File: src/inc/enwdg_pkg.sv
// Constants shared by the enable watchdog and reset event block.
`default_nettype none
package enwdg_pkg;
	// Register byte offsets on the AXI4-Lite slave.
	localparam logic [3:0] OFS_CTRL = 4'h0;
	localparam logic [3:0] OFS_STATUS = 4'h4;
	localparam logic [3:0] OFS_EVENT = 4'h8;
	localparam logic [3:0] OFS_MASK = 4'hc;
	// Control register fields.
	localparam int CTRL_MODE_BIT = 0;
	localparam int CTRL_CLRF_BIT = 1;
	localparam logic CTRL_MODE_RST = 1'b0;
	// Status register fields.
	localparam int ST_LEVEL_BIT = 0;
	localparam int ST_VALID_BIT = 1;
	localparam int ST_SRDY_BIT = 2;
	localparam int ST_PRST_BIT = 3;
	localparam int ST_SHARD_BIT = 4;
	// Event register fields, shared with the mask register.
	localparam int EV_W = 7;
	localparam int EV_CLASS_A = 0;
	localparam int EV_CLASS_B = 1;
	localparam int EV_EXT_RST = 2;
	localparam int EV_PRI_RST = 3;
	localparam int EV_PRI_CER = 4;
	localparam int EV_SEC_CER = 5;
	localparam int EV_SEC_RST = 6;
	localparam logic [6:0] EV_RST = 7'h00;
	localparam logic [6:0] MASK_RST = 7'h00;
	// Synchronised pin inputs, index into one vector.
	localparam int IN_W = 12;
	localparam int IN_EN = 0;
	localparam int IN_RSTPIN = 1;
	localparam int IN_UV1 = 2;
	localparam int IN_PRIMARY_OSCILLATOR = 3;
	localparam int IN_REF1 = 4;
	localparam int IN_MEM1 = 5;
	localparam int IN_UV2 = 6;
	localparam int IN_OSC2S = 7;
	localparam int IN_MEM2 = 8;
	localparam int IN_OSC2M = 9;
	localparam int IN_LIFE = 10;
	localparam int IN_OSD = 11;
	// Watchdog timing in counter states; the counter runs at clk / 8.
	localparam int WD_DIV = 8;
	localparam logic [2:0] WD_PRE_LAST = 3'(WD_DIV - 1);
	localparam logic [2:0] WD_WIN_LO = 3'h2;
	localparam logic [2:0] WD_WIN_HI = 3'h6;
	localparam logic [1:0] WD_GOOD_NEED = 2'h2;
	// Operating mode codes from the mode state machine.
	localparam logic [2:0] OPM_INITIAL = 3'h0;
	localparam logic [2:0] OPM_FAULT_LOW = 3'h3;
	localparam logic [2:0] OPM_FAULT_HIGH = 3'h5;
	// AXI responses.
	localparam logic [1:0] RESP_OKAY = 2'h0;
	localparam logic [1:0] RESP_SLVERR = 2'h2;
endpackage : enwdg_pkg
`default_nettype wire

File: src/inc/enwdg_wd_if.sv
// Signals between the supervisor top and its enable watchdog.
`default_nettype none
interface enwdg_wd_if;
	logic en_level;
	logic mode_clk;
	logic valid;
	logic violation;
	modport wd(input en_level, input mode_clk, output valid, output violation);
	modport ctl(output en_level, output mode_clk, input valid, input violation);
endinterface : enwdg_wd_if
`default_nettype wire

File: src/enwdg_watchdog.sv
// Window watchdog that checks the clocked enable input half-period by half-period.
`default_nettype none
module enwdg_watchdog (
	input wire logic clk, // System clock, taken as the primary oscillator.
	input wire logic nrst, // Asynchronous reset, active low.
	enwdg_wd_if.wd wd // Enable level in, validity and violation out.
);
	logic [2:0] pre_q;
	logic [2:0] cnt_q;
	logic [1:0] good_q;
	logic en_prev_q;
	logic armed_q;
	logic valid_q;
	logic viol_q;
	logic edge_seen;
	logic tick;
	logic in_win;
	logic late_hit;
	logic bad;

	// Edge, prescaler tick and window decode.
	assign edge_seen = wd.en_level ^ en_prev_q;
	assign tick = pre_q == enwdg_pkg::WD_PRE_LAST;
	assign in_win = cnt_q >= enwdg_pkg::WD_WIN_LO && cnt_q <= enwdg_pkg::WD_WIN_HI;
	assign late_hit = armed_q && !edge_seen && tick && cnt_q == enwdg_pkg::WD_WIN_HI;
	assign bad = armed_q && ((edge_seen && !in_win) || late_hit);

	// Prescaler and half-period counter restart on every edge.
	always_ff @(posedge clk or negedge nrst) begin
		if (!nrst) begin
			pre_q <= 3'h0;
			cnt_q <= 3'h0;
			en_prev_q <= 1'b0;
		end else begin
			en_prev_q <= wd.en_level;
			if (!wd.mode_clk || edge_seen) begin
				pre_q <= 3'h0;
				cnt_q <= 3'h0;
			end else begin
				pre_q <= pre_q + 3'h1;
				// The counter saturates past the window so a dead input flags only once.
				if (tick && armed_q && cnt_q <= enwdg_pkg::WD_WIN_HI) begin
					cnt_q <= cnt_q + 3'h1;
				end
			end
		end
	end

	// The first edge after entering clocked mode only starts timing; it has no reference.
	always_ff @(posedge clk or negedge nrst) begin
		if (!nrst) begin
			armed_q <= 1'b0;
			good_q <= 2'h0;
			valid_q <= 1'b0;
			viol_q <= 1'b0;
		end else if (!wd.mode_clk) begin
			armed_q <= 1'b0;
			good_q <= 2'h0;
			valid_q <= 1'b0;
			viol_q <= 1'b0;
		end else begin
			viol_q <= bad;
			if (edge_seen) begin
				armed_q <= 1'b1;
			end
			if (bad) begin
				good_q <= 2'h0;
				valid_q <= 1'b0;
			end else if (edge_seen && armed_q && good_q != enwdg_pkg::WD_GOOD_NEED) begin
				good_q <= good_q + 2'h1;
				valid_q <= good_q + 2'h1 == enwdg_pkg::WD_GOOD_NEED;
			end
		end
	end

	assign wd.valid = valid_q;
	assign wd.violation = viol_q;
endmodule : enwdg_watchdog
`default_nettype wire

File: src/enwdg_top.sv
// Enable supervision and reset event handling with an AXI4-Lite register slave.
//
// Our own choices: register access over AXI4-Lite and the register addresses.
`default_nettype none
module enwdg_top (
	input wire logic clk, // System clock, 40 MHz.
	input wire logic nrst, // Asynchronous reset, active low.
	input wire logic [3:0] s_axi_awaddr, // Write address.
	input wire logic s_axi_awvalid, // Write address valid.
	output logic s_axi_awready, // Write address ready.
	input wire logic [31:0] s_axi_wdata, // Write data.
	input wire logic [3:0] s_axi_wstrb, // Write byte strobes.
	input wire logic s_axi_wvalid, // Write data valid.
	output logic s_axi_wready, // Write data ready.
	output logic [1:0] s_axi_bresp, // Write response.
	output logic s_axi_bvalid, // Write response valid.
	input wire logic s_axi_bready, // Write response ready.
	input wire logic [3:0] s_axi_araddr, // Read address.
	input wire logic s_axi_arvalid, // Read address valid.
	output logic s_axi_arready, // Read address ready.
	output logic [31:0] s_axi_rdata, // Read data.
	output logic [1:0] s_axi_rresp, // Read response.
	output logic s_axi_rvalid, // Read data valid.
	input wire logic s_axi_rready, // Read data ready.
	output logic irq, // Interrupt, high while an unmasked event is set.
	input wire logic enable_input, // Enable pin, level or clock.
	input wire logic reset_ready_in, // Reset/ready pin level, low is reset.
	output logic reset_ready_out, // Reset/ready pin drive value.
	output logic reset_ready_oe_n, // Reset/ready pin enable, low drives.
	input wire logic primary_undervoltage, // Primary supply low.
	input wire logic primary_osc_fail, // Primary oscillator did not start.
	input wire logic primary_ref_fault, // Primary reference shorted or open.
	input wire logic primary_mem_error, // Primary memory error.
	input wire logic secondary_undervoltage, // Secondary supply low.
	input wire logic secondary_osc_fail, // Secondary oscillator did not start.
	input wire logic secondary_mem_error, // Secondary memory error.
	input wire logic secondary_osc_bad, // Secondary oscillator malfunction.
	input wire logic lifesign_lost, // Lifesign between chips lost.
	input wire logic output_disable_input, // Output disable pin, high tristates.
	input wire logic [2:0] op_mode, // Current operating mode code.
	input wire logic pwm_on, // Turn-on command of the driver logic.
	input wire logic clamp_inhibit_req, // Clamp inhibit wanted by the driver logic.
	input wire logic sdo_data, // Serial data from the interface logic.
	input wire logic monitor_data, // Digital monitor data.
	output logic force_initial_mode, // Forces the initial mode, level.
	output logic enable_ok, // Enable input currently valid.
	output logic fault_a_out, // Fault notification A, active low.
	output logic fault_b_out, // Fault notification B, active low.
	output logic sdo_out, // Serial data output.
	output logic monitor_out, // Digital monitor drive value.
	output logic monitor_oe_n, // Digital monitor enable, low drives.
	output logic turn_on_output, // Turn-on stage command.
	output logic turn_off_output, // Turn-off stage command.
	output logic gate_output, // Gate stage command.
	output logic output_tristate, // Output stage tristated.
	output logic desaturation_input_clamp, // Desaturation input clamp.
	output logic clamp_inhibit_out, // Clamp inhibit, high disables clamping.
	output logic secondary_undervoltage_n // Secondary undervoltage output, low active.
);
	enwdg_wd_if wd_bus ();
	logic [enwdg_pkg::IN_W-1:0] sync1_q;
	logic [enwdg_pkg::IN_W-1:0] sync2_q;
	logic mode_q;
	logic [6:0] ev_q;
	logic [6:0] ev_set;
	logic [6:0] ev_clr;
	logic [6:0] mask_q;
	logic valid_q;
	logic valid_now;
	logic fault_a_q;
	logic fault_b_q;
	logic fault_clr;
	logic pri_drive;
	logic ext_rst;
	logic pri_rst;
	logic pri_rst_q;
	logic pri_int_q;
	logic [2:0] drv_hist_q;
	logic sec_hard;
	logic sec_fault;
	logic sec_fault_q;
	logic uv2_q;
	logic srdy_q;
	logic stage_off;
	logic aw_v_q;
	logic [3:0] aw_a_q;
	logic w_v_q;
	logic [31:0] w_d_q;
	logic [3:0] w_s_q;
	logic do_write;
	logic wr_ok;
	logic [31:0] rd_word;
	logic rd_ok;

	// Every pin input passes two flops before any logic looks at it.
	always_ff @(posedge clk or negedge nrst) begin
		if (!nrst) begin
			sync1_q <= '0;
			sync2_q <= '0;
		end else begin
			sync1_q <= {output_disable_input, lifesign_lost, secondary_osc_bad,
				secondary_mem_error, secondary_osc_fail, secondary_undervoltage,
				primary_mem_error, primary_ref_fault, primary_osc_fail,
				primary_undervoltage, reset_ready_in, enable_input};
			sync2_q <= sync1_q;
		end
	end

	// Reset source decode; the pin only counts as external while we are not pulling it.
	assign pri_drive = sync2_q[enwdg_pkg::IN_UV1] | sync2_q[enwdg_pkg::IN_PRIMARY_OSCILLATOR]
		| sync2_q[enwdg_pkg::IN_REF1] | sync2_q[enwdg_pkg::IN_MEM1];
	// Our own pull needs three cycles to leave the synchroniser, so it must not read back as an external reset.
	// An external reset that starts within those three cycles is seen late.
	assign ext_rst = !sync2_q[enwdg_pkg::IN_RSTPIN] && !pri_drive && drv_hist_q == 3'h0;
	assign pri_rst = ext_rst || pri_drive;
	assign sec_hard = sync2_q[enwdg_pkg::IN_UV2] | sync2_q[enwdg_pkg::IN_OSC2S]
		| sync2_q[enwdg_pkg::IN_MEM2];
	assign sec_fault = sec_hard | sync2_q[enwdg_pkg::IN_OSC2M];

	// Edge history of the reset sources, used for start- and end-of-event notifications and the pin read-back mask.
	always_ff @(posedge clk or negedge nrst) begin
		if (!nrst) begin
			pri_rst_q <= 1'b0;
			pri_int_q <= 1'b0;
			drv_hist_q <= 3'h0;
			sec_fault_q <= 1'b0;
			uv2_q <= 1'b0;
		end else begin
			pri_rst_q <= pri_rst;
			pri_int_q <= pri_drive;
			drv_hist_q <= {drv_hist_q[1:0], pri_drive};
			sec_fault_q <= sec_fault;
			uv2_q <= sync2_q[enwdg_pkg::IN_UV2];
		end
	end

	// Ready flag of the secondary follows the failure directly.
	always_ff @(posedge clk or negedge nrst) begin
		if (!nrst) begin
			srdy_q <= 1'b0;
		end else begin
			srdy_q <= !sec_fault;
		end
	end

	// Enable validity per mode, with the watchdog doing the clocked case.
	assign wd_bus.en_level = sync2_q[enwdg_pkg::IN_EN];
	assign wd_bus.mode_clk = mode_q;
	assign valid_now = mode_q ? wd_bus.valid : sync2_q[enwdg_pkg::IN_EN];

	enwdg_watchdog u_watchdog (
		.clk(clk),
		.nrst(nrst),
		.wd(wd_bus)
	);

	always_ff @(posedge clk or negedge nrst) begin
		if (!nrst) begin
			valid_q <= 1'b0;
		end else begin
			valid_q <= valid_now;
		end
	end

	// Event sources; a set arriving with a software clear still lands.
	always_comb begin
		ev_set = '0;
		ev_set[enwdg_pkg::EV_CLASS_A] = (valid_q && !valid_now)
			|| (mode_q && wd_bus.violation);
		ev_set[enwdg_pkg::EV_CLASS_B] = (pri_rst_q && !pri_rst)
			|| (sec_fault && !sec_fault_q);
		ev_set[enwdg_pkg::EV_EXT_RST] = ext_rst;
		ev_set[enwdg_pkg::EV_PRI_RST] = ext_rst || (pri_int_q && !pri_drive);
		ev_set[enwdg_pkg::EV_PRI_CER] = sec_fault && !sec_fault_q;
		ev_set[enwdg_pkg::EV_SEC_CER] = pri_rst && sync2_q[enwdg_pkg::IN_LIFE];
		ev_set[enwdg_pkg::EV_SEC_RST] = uv2_q && !sync2_q[enwdg_pkg::IN_UV2];
	end

	// Write-one-to-clear of the event register.
	assign ev_clr = (do_write && aw_a_q == enwdg_pkg::OFS_EVENT && w_s_q[0]) ? w_d_q[6:0] : 7'h00;

	always_ff @(posedge clk or negedge nrst) begin
		if (!nrst) begin
			ev_q <= enwdg_pkg::EV_RST;
		end else begin
			ev_q <= (ev_q & ~ev_clr) | ev_set;
		end
	end

	assign irq = |(ev_q & mask_q);

	// Configuration returns to defaults on any primary reset while the clock keeps running.
	always_ff @(posedge clk or negedge nrst) begin
		if (!nrst) begin
			mode_q <= enwdg_pkg::CTRL_MODE_RST;
			mask_q <= enwdg_pkg::MASK_RST;
		end else if (pri_rst) begin
			mode_q <= enwdg_pkg::CTRL_MODE_RST;
			mask_q <= enwdg_pkg::MASK_RST;
		end else if (do_write && w_s_q[0]) begin
			if (aw_a_q == enwdg_pkg::OFS_CTRL) begin
				mode_q <= w_d_q[enwdg_pkg::CTRL_MODE_BIT];
			end
			if (aw_a_q == enwdg_pkg::OFS_MASK) begin
				mask_q <= w_d_q[6:0];
			end
		end
	end

	// Fault latches: a notification set in the same cycle as a clear stays set.
	assign fault_clr = (do_write && w_s_q[0] && aw_a_q == enwdg_pkg::OFS_CTRL
		&& w_d_q[enwdg_pkg::CTRL_CLRF_BIT])
		|| (!valid_q && valid_now && (op_mode == enwdg_pkg::OPM_FAULT_LOW
		|| op_mode == enwdg_pkg::OPM_FAULT_HIGH));

	always_ff @(posedge clk or negedge nrst) begin
		if (!nrst) begin
			fault_a_q <= 1'b0;
			fault_b_q <= 1'b0;
		end else begin
			fault_a_q <= ev_set[enwdg_pkg::EV_CLASS_A] || (fault_a_q && !fault_clr);
			fault_b_q <= ev_set[enwdg_pkg::EV_CLASS_B] || (fault_b_q && !fault_clr);
		end
	end

	// Primary pin levels; reset overrides normal notification drive.
	always_ff @(posedge clk or negedge nrst) begin
		if (!nrst) begin
			fault_a_out <= 1'b1;
			fault_b_out <= 1'b0;
			sdo_out <= 1'b0;
			monitor_out <= 1'b0;
			monitor_oe_n <= 1'b1;
			reset_ready_out <= 1'b0;
			reset_ready_oe_n <= 1'b0;
			force_initial_mode <= 1'b1;
			enable_ok <= 1'b0;
		end else begin
			fault_a_out <= pri_rst || !fault_a_q;
			fault_b_out <= !pri_rst && !fault_b_q;
			sdo_out <= !pri_rst && sdo_data;
			monitor_out <= monitor_data;
			monitor_oe_n <= pri_rst;
			reset_ready_out <= 1'b0;
			reset_ready_oe_n <= !pri_drive;
			force_initial_mode <= pri_rst || sec_fault;
			enable_ok <= valid_now;
		end
	end

	// Secondary stage: any reset turns the stage off, the disable pin always works.
	assign stage_off = pri_rst || sec_fault || !valid_now;

	always_ff @(posedge clk or negedge nrst) begin
		if (!nrst) begin
			turn_on_output <= 1'b0;
			turn_off_output <= 1'b0;
			gate_output <= 1'b0;
			output_tristate <= 1'b0;
			desaturation_input_clamp <= 1'b1;
			clamp_inhibit_out <= 1'b1;
			secondary_undervoltage_n <= 1'b0;
		end else begin
			turn_on_output <= !stage_off && pwm_on;
			// Holding turn-off high is the off command; only a hard reset clamps it low.
			turn_off_output <= !sec_hard && !(pwm_on && !stage_off);
			gate_output <= !stage_off && pwm_on;
			output_tristate <= sync2_q[enwdg_pkg::IN_OSD];
			desaturation_input_clamp <= sec_hard;
			clamp_inhibit_out <= sec_hard || clamp_inhibit_req;
			secondary_undervoltage_n <= !sec_hard;
		end
	end

	// AXI4-Lite write: address and data are caught independently, then committed together.
	assign s_axi_awready = !aw_v_q;
	assign s_axi_wready = !w_v_q;
	assign do_write = aw_v_q && w_v_q && !s_axi_bvalid;
	assign wr_ok = aw_a_q == enwdg_pkg::OFS_CTRL || aw_a_q == enwdg_pkg::OFS_STATUS
		|| aw_a_q == enwdg_pkg::OFS_EVENT || aw_a_q == enwdg_pkg::OFS_MASK;

	always_ff @(posedge clk or negedge nrst) begin
		if (!nrst) begin
			aw_v_q <= 1'b0;
			aw_a_q <= 4'h0;
			w_v_q <= 1'b0;
			w_d_q <= 32'h0;
			w_s_q <= 4'h0;
			s_axi_bvalid <= 1'b0;
			s_axi_bresp <= enwdg_pkg::RESP_OKAY;
		end else begin
			if (s_axi_awvalid && !aw_v_q) begin
				aw_v_q <= 1'b1;
				aw_a_q <= s_axi_awaddr;
			end else if (do_write) begin
				aw_v_q <= 1'b0;
			end
			if (s_axi_wvalid && !w_v_q) begin
				w_v_q <= 1'b1;
				w_d_q <= s_axi_wdata;
				w_s_q <= s_axi_wstrb;
			end else if (do_write) begin
				w_v_q <= 1'b0;
			end
			if (do_write) begin
				s_axi_bvalid <= 1'b1;
				s_axi_bresp <= wr_ok ? enwdg_pkg::RESP_OKAY : enwdg_pkg::RESP_SLVERR;
			end else if (s_axi_bready) begin
				s_axi_bvalid <= 1'b0;
			end
		end
	end

	// Read decode; the status word shows live block state.
	always_comb begin
		rd_word = 32'h0;
		rd_ok = 1'b1;
		unique case (s_axi_araddr)
			enwdg_pkg::OFS_CTRL: rd_word[enwdg_pkg::CTRL_MODE_BIT] = mode_q;
			enwdg_pkg::OFS_STATUS: begin
				rd_word[enwdg_pkg::ST_LEVEL_BIT] = sync2_q[enwdg_pkg::IN_EN];
				rd_word[enwdg_pkg::ST_VALID_BIT] = valid_now;
				rd_word[enwdg_pkg::ST_SRDY_BIT] = srdy_q;
				rd_word[enwdg_pkg::ST_PRST_BIT] = pri_rst;
				rd_word[enwdg_pkg::ST_SHARD_BIT] = sec_hard;
			end
			enwdg_pkg::OFS_EVENT: rd_word[6:0] = ev_q;
			enwdg_pkg::OFS_MASK: rd_word[6:0] = mask_q;
			default: rd_ok = 1'b0;
		endcase
	end

	// AXI4-Lite read: one outstanding read, data registered at the address handshake.
	assign s_axi_arready = !s_axi_rvalid;

	always_ff @(posedge clk or negedge nrst) begin
		if (!nrst) begin
			s_axi_rvalid <= 1'b0;
			s_axi_rdata <= 32'h0;
			s_axi_rresp <= enwdg_pkg::RESP_OKAY;
		end else if (s_axi_arvalid && !s_axi_rvalid) begin
			s_axi_rvalid <= 1'b1;
			s_axi_rdata <= rd_word;
			s_axi_rresp <= rd_ok ? enwdg_pkg::RESP_OKAY : enwdg_pkg::RESP_SLVERR;
		end else if (s_axi_rready) begin
			s_axi_rvalid <= 1'b0;
		end
	end
endmodule : enwdg_top
`default_nettype wire

File: config.mk
export PLATFORM = sky130hd
export DESIGN_NAME = enwdg_top
export DESIGN_NICKNAME = d
export VERILOG_FILES = /design/src/inc/enwdg_pkg.sv /design/src/inc/enwdg_wd_if.sv /design/src/enwdg_watchdog.sv /design/src/enwdg_top.sv
export SDC_FILE = /design/constraint.sdc
export NUM_CORES = 1
export LEC_CHECK = 0
export BUFFER_PORTS_ARGS = -buffer_cell sky130_fd_sc_hd__clkbuf_2
export CORE_MARGIN = 1
export CORE_UTILIZATION = 45
export CTS_BUF_LIST = sky130_fd_sc_hd__clkbuf_2
export DETAILED_ROUTE_END_ITERATION = 8
export PLACE_DENSITY = 0.75
export SLEW_MARGIN = 10
export SYNTH_ARGS = -nofsm -noshare
export SYNTH_HDL_FRONTEND = slang
export SYNTH_SLANG_ARGS = --single-unit
File: constraint.sdc
create_clock -name clk -period 1.65 [get_ports clk]
set_input_delay 0.33 -clock clk [delete_from_list [all_inputs] [get_ports clk]]
set_output_delay 0.33 -clock clk [all_outputs]
set_load 0.01 [all_outputs]
==> results.ini <==
[global_routing]
grt_busiest_layer = met2
use_met2_pct = 29.2
grt_max_degree = 34
grt_use_total_pct = 18.1
first_global_vias = 2592
grtUsageMet1_pct = 23.3
grt_pass1_wl_um = 12100
antenna_found_initial = 0
grt-ovfl-total = 0
met3_usage_pct = 4.63

[pwr]
internal-power_w = 0.00356
irDropWorstVdd_mv = 0.974
leakage_nw = 2.39
power_w = 0.00517
power_frac_comb_pct = 21.3
seq_power_share_pct = 59.0
switching_share_pct = 31.1
clkPwrFrac_pct = 19.7
p_switching_w = 0.00161
powerDensity_nw_per_um2 = 1030

[hold_path]
min_path_cells = 3
hold_class = primary input to flop
worstHoldStart = s_axi_araddr[0]
hold_path_end = s_axi_rresp[1]

[layout]
drive_above_1_share_pct = 33.3
layout_common_cells = 92 x dfrtp_1, 72 x clkbuf_2, 33 x dlygate4sd3_1
fillers = 670
area_growth_pct = 28.7
layout.nets = 515
final_common_cell = dfrtp_1
design_area_um2 = 5030
antenna-diode-count = 0

[routing]
ant_nets = 0
first_pass_iters = 4
totalWireLength_um = 7550
via_per_inst = 4.77
drc = 0
vias = 2620
drt-initial-drc-count = 89
wire_per_inst_um = 13.8

[clocking]
cts.sinks = 99
numCtsBuffers = 9
clock_latency_ns = 0.56
cts_buffer_depth = 2
clockRootBuffer = clkbuf_2
clk_pin_slew_worst_paths_ns = 0.28
h-tree-depth = 3
cts_tree = yes

[synthesis]
synthFlopType = dfrtp_1
ys_warn_count = 0
yosysTopAreaCell = dfrtp_1
synth_edf_count = 0
synth-seq-cells = 99
synth_top_cell_area_share_pct = 60.2
synth.area.top_cells = dfrtp_1 60%, buf_4 5.6%, mux2_1 4.0%, dfstp_2 3.4%, mux2i_1 3.1%
syn_area_per_cell_um2 = 13.0
synthCells = 301
ys_async_sr_fraction_pct = 100
synth_cell_type_count = 46
synth_area_um2 = 3910
ys_seq_area_share_pct = 63.5

[setup_path]
slowest_stage = dfrtp_1
end_kind = output port
reg2regPathDepth = 5
reg2reg_slack_ns = -0.06
arrival_ns = 1.64
cp-start-kind = flop
path_cells = a222oi_1 -> nand3_1 -> clkbuf_2
r2r-end = ev_q[6]
r2r-start = aw_a_q[1]
crit_type = flop to output port
critPathMaxStageDelay_ns = 0.47
critPathMaxFanout = 3
required_ns = 1.32

[sta]
clock_skew_ns = 0.0323
final.min_clock_period_ns = 1.97
clock.fmax_ghz = 0.507
rsz0062_at_grt = true
slew_viol_final = 0
min_period_over_period_pct = 120
final_hold_viol_count = 0
setup_ws_ns = -0.324
setup_viol = 5
fin_tns_setup_ns = -0.498

[die]
io_pins = 128
fp.dieH_um = 95.2
die_w_um = 95.2
initial_core_util_pct = 47.1
core_area_um2 = 8300
placementRows = 33
fp.dieArea_um2 = 9070

[place]
io_buffers = 71
place_hpwl_um = 5200
dp_slack_ns = -0.0236
placedInstanceArea_um2 = 4430
globalplace.congestion = 0.806

[run_status]
status = complete, but fails checks
violations = setup timing

[job]
max-cap-violations = 0

## state kept, by name, indices dropped and copies added, names as in the netlist, 2 cells and up
register           cells
u_watchdog.good_q      2
drv_hist_q             3
mask_q                 7
s_axi_rdata            7
sync2_q               12
u_watchdog.cnt_q       3
aw_a_q                 4
ev_q                   7
w_d_q                  7
sync1_q               12
u_watchdog.pre_q       3
## per-stage QoR
step / instances / hold WS, ns / util (%)
after floorplan: 328 / 0.0344 / -
after global placement: 489 / 0.295 / 53.4
after detailed placement: 489 / 0.302 / 53.4
after CTS: 543 / 0.00668 / 59.1
after global routing: 549 / 0.0214 / 60.6
final: 549 / 0.0360 / 60.6
## cell type report
class / count / area [µm²] / share of cell area, %
Inverter: 16 / 60.1 / 1.19
Clock buffer: 9 / 45.0 / 0.895
Clock inverter: 7 / 51.3 / 1.02
Tap cell: 105 / 131 / 2.61
Multi-Input combinational cell: 179 / 1290 / 25.7
Timing Repair Buffer: 134 / 967 / 19.2
Sequential cell: 99 / 2490 / 49.4
## power by group through the flow
stage | registers, W | clock network (W) | logic [W]
after floorplan | 0.00301 | 0 | 0.000583
after detailed placement | 0.00306 | 0 | 0.000931
final | 0.00305 | 0.00102 | 0.00110
after global placement | 0.00304 | 0 | 0.000901
after CTS | 0.00303 | 0.00106 | 0.00101
after global routing | 0.00309 | 0.00117 | 0.00122
## cell families (layout without fill, tap and decap cells)
kind of cell / Yosys count / after routing / share of synthesized area (%)
adder cells (fa/ha/maj): 6 / 6 / 1.92
AO/OA/AOI/OAI: 36 / 36 / 6.59
flip-flops: 99 / 99 / 63.5
multiplexers: 30 / 30 / 8.54
other: 1 / 28 / 0.0959
buffers and inverters: 50 / 166 / 7.65
XOR/XNOR: 5 / 5 / 1.12
AND/OR/NAND/NOR: 74 / 74 / 10.6
## worst max-delay path, delay by kind of cell, from the launching register on
kind | cells | cell delay, ns
DFF | 1 | 0.47
AOI/OAI and AO/OA | 1 | 0.32
buffers and inverters | 1 | 0.15
and+or+nand+nor | 1 | 0.14
## worst max-delay path by stage
stage                     cells past startpoint    startpoint  slack (ns)       to
after floorplan                               4  s_axi_bvalid        0.02  ev_q[1]
after global placement                        5     aw_a_q[1]       -0.01  ev_q[6]
after detailed placement                      4     aw_a_q[1]       -0.02  ev_q[1]
after CTS                                     3     mask_q[0]       -0.37      irq
after global routing                          3       ev_q[0]       -0.43      irq
final                                         3       ev_q[1]       -0.32      irq
## cells in the mapped netlist (2+ instances only)
cell / number
dfrtp_1: 94
buf_4: 29
nand2_1: 22
nor2_1: 22
mux2_1: 14
inv_1: 12
mux2i_1: 12
o21ai_1: 8
a22oi_1: 6
ha_1: 6
dfstp_2: 5
a21oi_1: 4
a22o_1: 4
inv_2: 4
nor2b_1: 4
nor3_1: 4
a21o_1: 3
clkbuf_1: 3
mux2_2: 3
nand3_1: 3
nor4_2: 3
xnor2_1: 3
a221o_1: 2
and2_1: 2
and3_1: 2
and4_1: 2
buf_2: 2
nand4_1: 2
o21a_1: 2
o31ai_1: 2
xor2_1: 2
## routing by layer
layer  vias up  share of wire, %
li1       1248                 -
met1      1282                44
met2        79                50
met3        11               4.7
met4         0               1.6
met5         -                 0
## what timing repair did
item,in CTS,in global routing
pin swaps,5,5
endpoints found under the setup margin,15,28
hold buffers,33,0
endpoints found under the hold margin,61,0
buffers inserted,5,6
gates resized for setup,2,25
Note: power is estimated with default switching activity, not from simulation.
